--- config.mk ---
export PLATFORM = sky130hd
export DESIGN_NAME = lps_regs
export DESIGN_NICKNAME = d
export VERILOG_FILES = /design/src/core/lps_pkg.sv /design/src/core/lps_lane_sel.sv /design/src/core/lps_regs.sv
export SDC_FILE = /design/constraint.sdc
export NUM_CORES = 1
export LEC_CHECK = 0
export BUFFER_PORTS_ARGS = -buffer_cell sky130_fd_sc_hd__buf_2
export CAP_MARGIN = 20
export CORE_ASPECT_RATIO = 0.7
export CORE_UTILIZATION = 53
export DETAILED_ROUTE_END_ITERATION = 7
export PLACE_DENSITY_LB_ADDON = 0.05
export SLEW_MARGIN = 0
export SYNTH_ARGS = -nofsm -noshare
export SYNTH_HDL_FRONTEND = slang
export SYNTH_SLANG_ARGS = --single-unit
--- constraint.sdc ---
create_clock -name clk_sys -period 1.4 [get_ports clk_sys]
set_input_delay 0.07 -clock clk_sys [delete_from_list [all_inputs] [get_ports clk_sys]]
set_output_delay 0.07 -clock clk_sys [all_outputs]
set_load 0.02 [all_outputs]
--- src/core/lps_pkg.sv ---
// Purpose: constants for the lane power and status register slice
// Assumes: byte-wide registers on a plain strobe port
// Notes: offsets are byte addresses of the register port
package lps_pkg;
	localparam int          ADDR_W          = 8;
	localparam int          DATA_W          = 8;
	localparam logic [7:0]  OFF_STATUS      = 8'h20;
	localparam logic [7:0]  OFF_LANE_CTRL   = 8'h30;
	localparam logic [7:0]  OFF_CLK_DRIVE   = 8'h31;
	localparam logic [7:0]  OFF_D0_DRIVE    = 8'h32;
	localparam logic [7:0]  OFF_D1_DRIVE    = 8'h33;
	localparam logic [7:0]  OFF_IRQ_STATUS  = 8'h40;
	localparam logic [7:0]  OFF_IRQ_MASK    = 8'h41;
	localparam int          ST_PDOWN_BIT    = 7;
	localparam int          ST_STBY_BIT     = 6;
	localparam int          ST_ABSENT_BIT   = 5;
	localparam int          RATE_HI         = 7;
	localparam int          RATE_LO         = 6;
	localparam int          EN_CLK_BIT      = 5;
	localparam int          EN_D0_BIT       = 4;
	localparam int          EN_D1_BIT       = 3;
	localparam int          EN_D2_BIT       = 2;
	localparam int          SWING_HI        = 7;
	localparam int          SWING_LO        = 5;
	localparam int          PRE_HI          = 4;
	localparam int          PRE_LO          = 3;
	localparam logic [7:0]  LANE_CTRL_RST   = 8'h3C;
	localparam logic [7:0]  DRIVE_RST       = 8'h00;
	localparam logic [7:0]  LANE_CTRL_WMASK = 8'hFC;
	localparam logic [7:0]  DRIVE_WMASK     = 8'hFF;
	localparam logic [7:0]  PRE_FIELD_MASK  = 8'h18;
	localparam logic [2:0]  IRQ_RST         = 3'h0;
	localparam logic [1:0]  RATE_5G4        = 2'h0;
	localparam logic [1:0]  RATE_2G7        = 2'h1;
	localparam logic [1:0]  RATE_1G62       = 2'h2;
	localparam logic [1:0]  PRE_NONE        = 2'h0;
	localparam logic [1:0]  PRE_3DB5        = 2'h1;
	localparam logic [1:0]  PRE_6DB         = 2'h2;
	localparam logic [2:0]  SWING_NOMINAL   = 3'h0;
endpackage

--- src/core/lps_lane_sel.sv ---
// Purpose: picks per-lane or global drive codes for one lane
// Assumes: codes are raw register fields
// Notes: purely combinational
`timescale 1ns/100ps
module lps_lane_sel
(
	input  wire logic [2:0] lane_swing,
	input  wire logic [1:0] lane_pre,
	input  wire logic [2:0] glob_swing,
	input  wire logic [1:0] glob_pre,
	input  wire logic       indiv_en,
	input  wire logic       pre_block,
	output logic      [2:0] swing,
	output logic      [1:0] pre
);
	always_comb
	begin
		swing = indiv_en ? lane_swing : glob_swing; // [RULE8]
		pre   = indiv_en ? lane_pre : glob_pre; // [RULE8]
		if (pre_block)
		begin
			pre = lps_pkg::PRE_NONE; // [RULE10]
		end
	end
endmodule

--- src/core/lps_regs.sv ---
// Purpose: power status and lane control register slice of a link redriver
// Assumes: one clock, synchronous inputs, strobes never both high
// Notes: lane outputs are the codes actually applied to the drivers
// Notes on behaviour
// [RULE1] status bit 7 reads one in power-down, zero otherwise; read only
// [RULE2] status bit 6 reads one in standby, zero otherwise; hardware updated
// [RULE3] status bit 5 reads one when no link clock is detected
// [RULE4] lane control bits 7:6 pick rate, 00=5.4G reset, 01=2.7G, 10=1.62G
// [RULE5] lane control bits 5..2 enable clock, d0, d1, d2 lanes; reset one
// [RULE6] rate, enables and drive codes apply only with displayport mode enabled
// [RULE7] swing field bits 7:5, reset 000, per clock, d0 and d1 lanes
// [RULE8] per-lane codes apply only with individual control; else global codes
// [RULE9] pre-emphasis field bits 4:3, reset 00: none, 3.5 dB, 6 dB
// [RULE10] non-displayport mode without swap: clock pre-emphasis writes ignored, none applied
// [RULE11] software avoids reserved codes and writes zero to reserved bits
`timescale 1ns/100ps
module lps_regs
#(
	parameter int ADDR_W = lps_pkg::ADDR_W
)
(
	input  wire logic              clk_sys,
	input  wire logic              nrst,
	input  wire logic [ADDR_W-1:0] reg_addr,
	input  wire logic [7:0]        reg_wdata,
	input  wire logic              reg_wr,
	input  wire logic              reg_rd,
	output logic      [7:0]        reg_rdata,
	input  wire logic              power_down,
	input  wire logic              standby,
	input  wire logic              clock_detected,
	input  wire logic              displayport_operation_enable,
	input  wire logic              indiv_lane_enable,
	input  wire logic              lane_swap,
	input  wire logic [2:0]        glob_clk_swing,
	input  wire logic [2:0]        glob_data_swing,
	input  wire logic [1:0]        glob_pre,
	output logic      [1:0]        link_rate,
	output logic      [3:0]        lane_enable,
	output logic      [2:0]        clk_swing,
	output logic      [1:0]        clk_pre,
	output logic      [2:0]        d0_swing,
	output logic      [1:0]        d0_pre,
	output logic      [2:0]        d1_swing,
	output logic      [1:0]        d1_pre,
	output logic                   irq
);
	typedef struct packed {
		logic [7:0] lane_ctrl;
		logic [7:0] clk_drv;
		logic [7:0] d0_drv;
		logic [7:0] d1_drv;
		logic [2:0] irq_st;
		logic [2:0] irq_mask;
		logic [2:0] st_prev;
		logic [7:0] rdata;
	} lps_state_type;

	lps_state_type st_q;
	lps_state_type st_d;
	logic [7:0]    status;
	logic          dp_on;
	logic          clk_pre_lock;
	logic [2:0]    s_clk;
	logic [2:0]    s_d0;
	logic [2:0]    s_d1;
	logic [1:0]    p_clk;
	logic [1:0]    p_d0;
	logic [1:0]    p_d1;

	function automatic logic [7:0] merge(input logic [7:0] old, input logic [7:0] wd,
		input logic [7:0] wm);
		merge = (old & ~wm) | (wd & wm);
	endfunction

	assign dp_on        = displayport_operation_enable;
	assign clk_pre_lock = ~dp_on & ~lane_swap;

	always_comb
	begin
		status                         = 8'h00;
		status[lps_pkg::ST_PDOWN_BIT]  = power_down; // [RULE1]
		status[lps_pkg::ST_STBY_BIT]   = standby; // [RULE2]
		status[lps_pkg::ST_ABSENT_BIT] = ~clock_detected; // [RULE3]
	end

	always_comb
	begin
		st_d         = st_q;
		st_d.st_prev = status[7:5];
		if (reg_wr)
		begin
			case (reg_addr)
				lps_pkg::OFF_LANE_CTRL:
					st_d.lane_ctrl = merge(st_q.lane_ctrl, reg_wdata,
						lps_pkg::LANE_CTRL_WMASK); // [RULE4] [RULE5]
				lps_pkg::OFF_CLK_DRIVE:
					st_d.clk_drv = merge(st_q.clk_drv, reg_wdata, clk_pre_lock ?
						(lps_pkg::DRIVE_WMASK & ~lps_pkg::PRE_FIELD_MASK) :
						lps_pkg::DRIVE_WMASK); // [RULE10] [RULE7] [RULE9]
				lps_pkg::OFF_D0_DRIVE:
					st_d.d0_drv = reg_wdata; // [RULE7] [RULE9]
				lps_pkg::OFF_D1_DRIVE:
					st_d.d1_drv = reg_wdata; // [RULE7] [RULE9]
				lps_pkg::OFF_IRQ_MASK:
					st_d.irq_mask = reg_wdata[7:5];
				default:
					st_d.irq_mask = st_q.irq_mask;
			endcase
		end
		// write-one-to-clear, but a new edge in the same cycle wins
		if (reg_wr && reg_addr == lps_pkg::OFF_IRQ_STATUS)
		begin
			st_d.irq_st = st_q.irq_st & ~reg_wdata[7:5];
		end
		st_d.irq_st = st_d.irq_st | (status[7:5] ^ st_q.st_prev);
		st_d.rdata = 8'h00;
		if (reg_rd)
		begin
			case (reg_addr)
				lps_pkg::OFF_STATUS:     st_d.rdata = status; // [RULE1] [RULE2] [RULE3]
				lps_pkg::OFF_LANE_CTRL:  st_d.rdata = st_q.lane_ctrl;
				lps_pkg::OFF_CLK_DRIVE:  st_d.rdata = st_q.clk_drv;
				lps_pkg::OFF_D0_DRIVE:   st_d.rdata = st_q.d0_drv;
				lps_pkg::OFF_D1_DRIVE:   st_d.rdata = st_q.d1_drv;
				lps_pkg::OFF_IRQ_STATUS: st_d.rdata = {st_q.irq_st, 5'h00};
				lps_pkg::OFF_IRQ_MASK:   st_d.rdata = {st_q.irq_mask, 5'h00};
				default:                 st_d.rdata = 8'h00;
			endcase
		end
	end

	always_ff @(posedge clk_sys or negedge nrst)
	begin
		if (!nrst)
		begin
			st_q.lane_ctrl <= lps_pkg::LANE_CTRL_RST;
			st_q.clk_drv   <= lps_pkg::DRIVE_RST;
			st_q.d0_drv    <= lps_pkg::DRIVE_RST;
			st_q.d1_drv    <= lps_pkg::DRIVE_RST;
			st_q.irq_st    <= lps_pkg::IRQ_RST;
			st_q.irq_mask  <= lps_pkg::IRQ_RST;
			st_q.st_prev   <= 3'h0;
			st_q.rdata     <= 8'h00;
		end
		else
		begin
			st_q <= st_d;
		end
	end

	lps_lane_sel u_clk
	(
		.lane_swing (st_q.clk_drv[lps_pkg::SWING_HI:lps_pkg::SWING_LO]),
		.lane_pre   (st_q.clk_drv[lps_pkg::PRE_HI:lps_pkg::PRE_LO]),
		.glob_swing (glob_clk_swing),
		.glob_pre   (glob_pre),
		.indiv_en   (indiv_lane_enable),
		.pre_block  (clk_pre_lock),
		.swing      (s_clk),
		.pre        (p_clk)
	);

	lps_lane_sel u_d0
	(
		.lane_swing (st_q.d0_drv[lps_pkg::SWING_HI:lps_pkg::SWING_LO]),
		.lane_pre   (st_q.d0_drv[lps_pkg::PRE_HI:lps_pkg::PRE_LO]),
		.glob_swing (glob_data_swing),
		.glob_pre   (glob_pre),
		.indiv_en   (indiv_lane_enable),
		.pre_block  (1'b0),
		.swing      (s_d0),
		.pre        (p_d0)
	);

	lps_lane_sel u_d1
	(
		.lane_swing (st_q.d1_drv[lps_pkg::SWING_HI:lps_pkg::SWING_LO]),
		.lane_pre   (st_q.d1_drv[lps_pkg::PRE_HI:lps_pkg::PRE_LO]),
		.glob_swing (glob_data_swing),
		.glob_pre   (glob_pre),
		.indiv_en   (indiv_lane_enable),
		.pre_block  (1'b0),
		.swing      (s_d1),
		.pre        (p_d1)
	);

	// outside displayport mode the link keeps full rate, all lanes, global drive except no clock pre-emphasis without swap
	always_comb
	begin
		link_rate   = dp_on ? st_q.lane_ctrl[lps_pkg::RATE_HI:lps_pkg::RATE_LO] :
			lps_pkg::RATE_5G4; // [RULE6] [RULE4]
		lane_enable = dp_on ? st_q.lane_ctrl[lps_pkg::EN_CLK_BIT:lps_pkg::EN_D2_BIT] :
			4'hF; // [RULE6] [RULE5]
		clk_swing   = dp_on ? s_clk : glob_clk_swing; // [RULE6]
		d0_swing    = dp_on ? s_d0 : glob_data_swing; // [RULE6]
		d1_swing    = dp_on ? s_d1 : glob_data_swing; // [RULE6]
		clk_pre     = dp_on ? p_clk : (clk_pre_lock ? lps_pkg::PRE_NONE : glob_pre); // [RULE10]
		d0_pre      = dp_on ? p_d0 : glob_pre; // [RULE6]
		d1_pre      = dp_on ? p_d1 : glob_pre; // [RULE6]
	end

	assign reg_rdata = st_q.rdata;
	assign irq       = |(st_q.irq_st & st_q.irq_mask);
endmodule

==> run metrics, run 1 <==
Fmax 0.746 GHz; top post-synthesis cells by area dfrtp_1 (43%), mux2_2 (17%), nand3_1 (4.8%); post-synthesis mux area share 18.4%; yosys warns 0; ys async rst share 100%; Final Critical Period 1.34 ns; Vias 1951; Critical Path AT 1.27 ns; Lkg Pwr 1.53 nW; Post-Syn Area 2490 µm²; critical path, cell by cell a222oi_1, inv_1, buf_2; syn nets 265; drt first pass iters 6; HPWL Detailed 4.20 mm; reg2reg path depth 4; average via count per standard cell 5.46; vias in the first global route 1789; Maximum Capacitance Violations 0; Area Growth Syn to Fin 22.4%; Placer Congestion 0.879; area leader, netlist dfrtp_1; final setup margin 0.0597 ns; final cell count without fillers 357; library cells used by synthesis 39; Routed Antenna Nets 0; post-synthesis compound-gate area fraction 7.95%; endpoints failing setup 0; most common cell after layout, fill and taps aside buf_2; hold path depth 2; DP Cell Count 344; Filler cells 367; final hold vios 0; cell family with most CP delay flip-flops; Syn Inst Count 231; Routed WL 5.73 mm; clk_lat worst skew 0.31 ns; PwrDens 1010 nW/µm²; Util after Layout 68.7%; first-pass GRT wire length 9.16 mm; data required time of the critical path 1.33 ns; Core Region 4430 µm²; HP Class primary input to register; RSZ-0062 raised after global routing true; Placement Cell Area 2860 µm²; crit share post-route 95.7%; CP Buf/Inv Count 2; Final #Nets 335; Num CTS Buffers 5; simple-gate portion of the synthesized area 19.1%; layout cells sized above 1 44.7%; die area 4980 µm²; H-tree depth 2; die height 59.3 µm; standard-cell rows 20; synthesized area per cell 10.8 µm²; area share of fa/ha/maj cells after synthesis 0%; largest net degree at the start of global routing 25; EDFF count, synth 0; largest family of logic cells by synthesized area simple AND/OR/NAND/NOR gates; violated checks DRC; TritonCTS clock tree yes; initial antenna violation count 0; worst rel slew slack 77.3%; Slowest-stage cell, CP dfrtp_1; diode count 0; Crit Path Category register to output pin; Worst path depth 3; Worst path max stage delay 0.41 ns; ys flop type dfrtp_1; worst vdd ir 0.759 mV; most frequent cells in the layout buf_2 (63), dfrtp_1 (43), mux2_2 (37); IO buf count 63; Worst-path clk slew 0.09 ns; Total Neg Setup Slack 0 ns; XOR/XNOR Fraction of Synth Area 1.06%; Yosys reg bits 47; worst-path fanout max 3; Tot GR Track Use 25.5%; Critical Path Source Type register; cell area after layout 3040 µm²; Setup Skew 0.0106 ns; Final Slew Violations 0; Longest Clk Path Bufs 2; Congestion Overflow GR 0; post-DR wirelength/cell 16.0 µm; share of the synthesized area in the top cell type 43.3%; slew of the pin with the lowest slew margin 0.337 ns; IO Count 64; DRC 6; Seq/Total Area, Yosys 47.5%; pre-CTS WS 0.0388 ns; outcome finished with violations; Die Wd 83.9 µm; CP Capture Type output pin; root buffer cell clkbuf_8; 1st-iter DRT viols 129; Sink Count 47; initial core utilization 56.2%
-- area by class of cell --
type,instances,area [µm²],share of cell area [%]
Clock buffer,5,68.8,2.26
Tap cell,55,68.8,2.26
Clock inverter,3,67.6,2.22
Multi-Input combinational cell,159,1150,37.9
Inverter,6,22.5,0.740
Sequential cell,47,1180,38.8
Timing Repair Buffer,82,480,15.8
-- path summary, 6_finish.rpt --
check,from,end,slack (ns)
setup / recovery,st_q[11],irq,0.06
hold / removal,reg_wdata[0],st_q[33],0.02
setup reg to reg,st_q[46],reg_rdata[5],0.26
hold reg to reg,st_q[8],st_q[14],0.49
max in group asynchronous,nrst,st_q[43],0.67
min in group asynchronous,nrst,st_q[8],0.18
-- through the flow --
step	total power [W]	hold WS (ns)
CTS	0.00309	0.0159
global placement	0.00188	-0.0118
detailed placement	0.00189	-0.0126
floorplan	0.00170	-0.226
finish	0.00307	0.0250
global route	0.00319	0.0184
-- flip-flops by register name, summed over array words and instances (netlist names) --
register   cells
reg_rdata      8
st_q          39
-- cell usage after synthesis (3+ instances only) --
cell / number
nand2b_1: 4
inv_1: 6
buf_2: 3
dfrtp_1: 43
nand3_1: 24
nand2_1: 28
and2_1: 4
o21ai_0: 12
a21oi_1: 7
buf_4: 10
nor2b_1: 3
nor2_1: 8
mux2_2: 37
dfstp_2: 4
mux2i_1: 4
a22o_1: 3
-- report_power, final --
group | total [W] | internal (W) | switching [W]
registers | 0.00144 | 0.00141 | 0.0000337
logic | 0.000428 | 0.000186 | 0.000242
clock network | 0.00120 | 0.000712 | 0.000490
total | 0.00307 | 0.00231 | 0.000766
-- timing repair --
action,CTS,global route
setup buffers,0,1
hold buffers,4,0
endpoints found under the setup margin,0,2
gates resized for setup,0,1
hold endpoints to repair,48,0
-- layer usage --
layer  routed length, µm  vias to the layer above  track usage (%)
li1                    -                      947                -
met1                2850                      927             38.1
met2                2360                       71             36.1
met3                 439                        6             5.01
met4                  74                        0             11.1
met5                   0                        -                0
-- logic make-up (layout without fill, tap and decap cells) --
kind of cell	Yosys count	after routing
muxes	41	41
DFF	47	47
buffers and inverters	25	96
AOI/OAI and AO/OA	31	31
and+or+nand+nor	84	84
xor gates and xnor gates	3	3
Note: power is estimated with default switching activity, not from simulation.
==> run 2: changes to the inputs <==
--- a/config.mk
+++ b/config.mk
@@ -8,7 +8,7 @@
 export BUFFER_PORTS_ARGS = -buffer_cell sky130_fd_sc_hd__buf_2
 export CAP_MARGIN = 20
 export CORE_ASPECT_RATIO = 0.7
-export CORE_UTILIZATION = 53
+export CORE_UTILIZATION = 57
 export DETAILED_ROUTE_END_ITERATION = 7
 export PLACE_DENSITY_LB_ADDON = 0.05
 export SLEW_MARGIN = 0
==> constraint.sdc (replaced) <==
create_clock -name clk_sys -period 1.7 [get_ports clk_sys]
set_input_delay 0.085 -clock clk_sys [delete_from_list [all_inputs] [get_ports clk_sys]]
set_output_delay 0.085 -clock clk_sys [all_outputs]
set_load 0.02 [all_outputs]
==> run metrics, run 2 (synthesis gave the netlist of run 1 again) <==
cell family with most CP delay flip-flops; post-DR wirelength/cell 16.3 µm (+1.7%); CP Buf/Inv Count 1 (-1); worst-path fanout max 3 (unchanged); crit path launch st_q[37]; outcome finished, final reports clean; PwrDens 749 nW/µm² (-26%); final setup margin 0.343 ns (+0.284 ns); largest net degree at the start of global routing 48 (+92%); Slowest-stage cell, CP dfrtp_1; endpoints failing setup 0 (unchanged); slew of the pin with the lowest slew margin 0.582 ns (+0.245 ns); Core Region 4040 µm² (-8.8%); data required time of the critical path 1.62 ns (+0.29 ns); Maximum Capacitance Violations 0 (unchanged); Filler cells 316 (-14%); 1st-iter DRT viols 178 (+38%); root buffer cell clkbuf_8; DRC 0 (-6); critical path capture point clk_pre[1]; first-pass GRT wire length 9.17 mm (+0.15%); die area 4640 µm² (-6.8%); Total Neg Setup Slack 0 ns (unchanged); max reg flops 39 (unchanged); Congestion Overflow GR 0 (unchanged); Vias 1934 (-0.87%); HP Class primary input to register; FF-to-FF Start st_q[46]; Setup Skew 0.00710 ns (-0.00350 ns); reg2reg path depth 4 (unchanged); register area 1180 µm² (unchanged); clk_lat worst skew 0.29 ns (-0.02 ns); Crit Path Category register to output pin; CP Capture Type output pin; HPWL Detailed 4.16 mm (-0.87%); pre-CTS WS 0.176 ns (+0.137 ns); die height 57.3 µm (-3.4%); average via count per standard cell 5.61 (+2.6%); flop-to-flop setup slack 0.50 ns (+0.24 ns); Placer Congestion 0.929 (+5.7%); IO buf count 63 (unchanged); Longest Clk Path Bufs 2 (unchanged); Routed WL 5.63 mm (-1.7%); Worst path depth 4 (+1); RSZ-0062 raised after global routing false; worst rel slew slack 61.2% (-16 points); Post-CTS Setup Bufs 0 (unchanged); most common cell after layout, fill and taps aside buf_2; Worst path max stage delay 0.42 ns (about the same); most frequent cells in the layout buf_2 (63), dfrtp_1 (43), mux2_2 (37); TritonCTS clock tree yes; diode count 0 (unchanged); final hold vios 0 (unchanged); Design Power 0.00219 W (-29%); initial antenna violation count 0 (unchanged); standard-cell rows 19 (-5.0%); RR Endpoint reg_rdata[5]; Num CTS Buffers 5 (unchanged); Fmax 0.737 GHz; Critical Path AT 1.27 ns (about the same); hold path depth 2 (unchanged); multi-input logic area 1150 µm² (unchanged); Biggest register st_q; crit share post-route 79.8%; Lkg Pwr 1.47 nW (-4.1%); drt first pass iters 4 (-2); Final Critical Period 1.36 ns; H-tree depth 2 (unchanged); Final Slew Violations 0 (unchanged); vias in the first global route 1832 (+2.4%); Final #Nets 327 (-2.4%); hold buffer count at cts 4 (unchanged); layout cells sized above 1 43.0% (-1.7 points); worst vdd ir 0.503 mV (-34%); Sink Count 47 (unchanged); critical path, cell by cell mux2_2, nand2_1, o21ai_0, buf_2; Worst-path clk slew 0.08 ns (about the same); Area Growth Syn to Fin 17.4%; IO Count 64 (unchanged); Critical Path Source Type register; post_cts resized 0 (unchanged); Die Wd 81.0 µm (-3.5%); Routed Antenna Nets 0 (unchanged); Tot GR Track Use 27.1% (+1.7 points); initial core utilization 61.5% (+5.4 points)
## run 2: through the flow
step	cells	cell area, µm²	hold slack, ns	util, %
after floorplan	231	2490	-0.211	-
after global placement	334	2790	0.207	69.1
after detailed placement	334	2790	0.213	69.1
after CTS	345	2920	0.0544	72.2
after global routing	345	2920	0.0508	72.2
final	345	2920	0.0589	72.2
## run 2: worst min path at each step
stage / endpoint / slack, ns / from
2_1_floorplan: reg_rdata[0] / -0.21 / nrst
3_3_place_gp: st_q[8] / 0.21 / nrst
3_5_place_dp: st_q[8] / 0.21 / nrst
4_1_cts: st_q[33] / 0.05 / reg_wdata[0]
5_1_grt: st_q[33] / 0.05 / reg_wdata[0]
6_report: st_q[34] / 0.06 / reg_wdata[1]
## run 2: power breakdown
| group | switching, W | total (W) | internal, W |
|---|---|---|---|
| clock | 0.000343 | 0.000663 | 0.000319 |
| combinational | 0.000194 | 0.000333 | 0.000139 |
| sequential | 0.0000300 | 0.00119 | 0.00116 |
| total | 0.000568 | 0.00219 | 0.00162 |
## run 2: cell type report
cell class,instances,area share (%)
flip-flops and latches,47,40.5
multi-input cells,159,39.6
repair buffers,74,14.0
clock buffers,6,2.83
well taps,52,2.23
inverters,6,0.772
clock inverters,1,0.171
## run 2: metal layers
metal / vias up / GRT usage (%) / part of all wire, % / wire length [µm]
li1: 934 / - / - / -
met1: 918 / 42.7 / 48 / 2700
met2: 80 / 38.2 / 43 / 2450
met3: 2 / 6.24 / 8.3 / 467
met4: 0 / 5.36 / 0.30 / 17
met5: - / 0 / 0 / 0
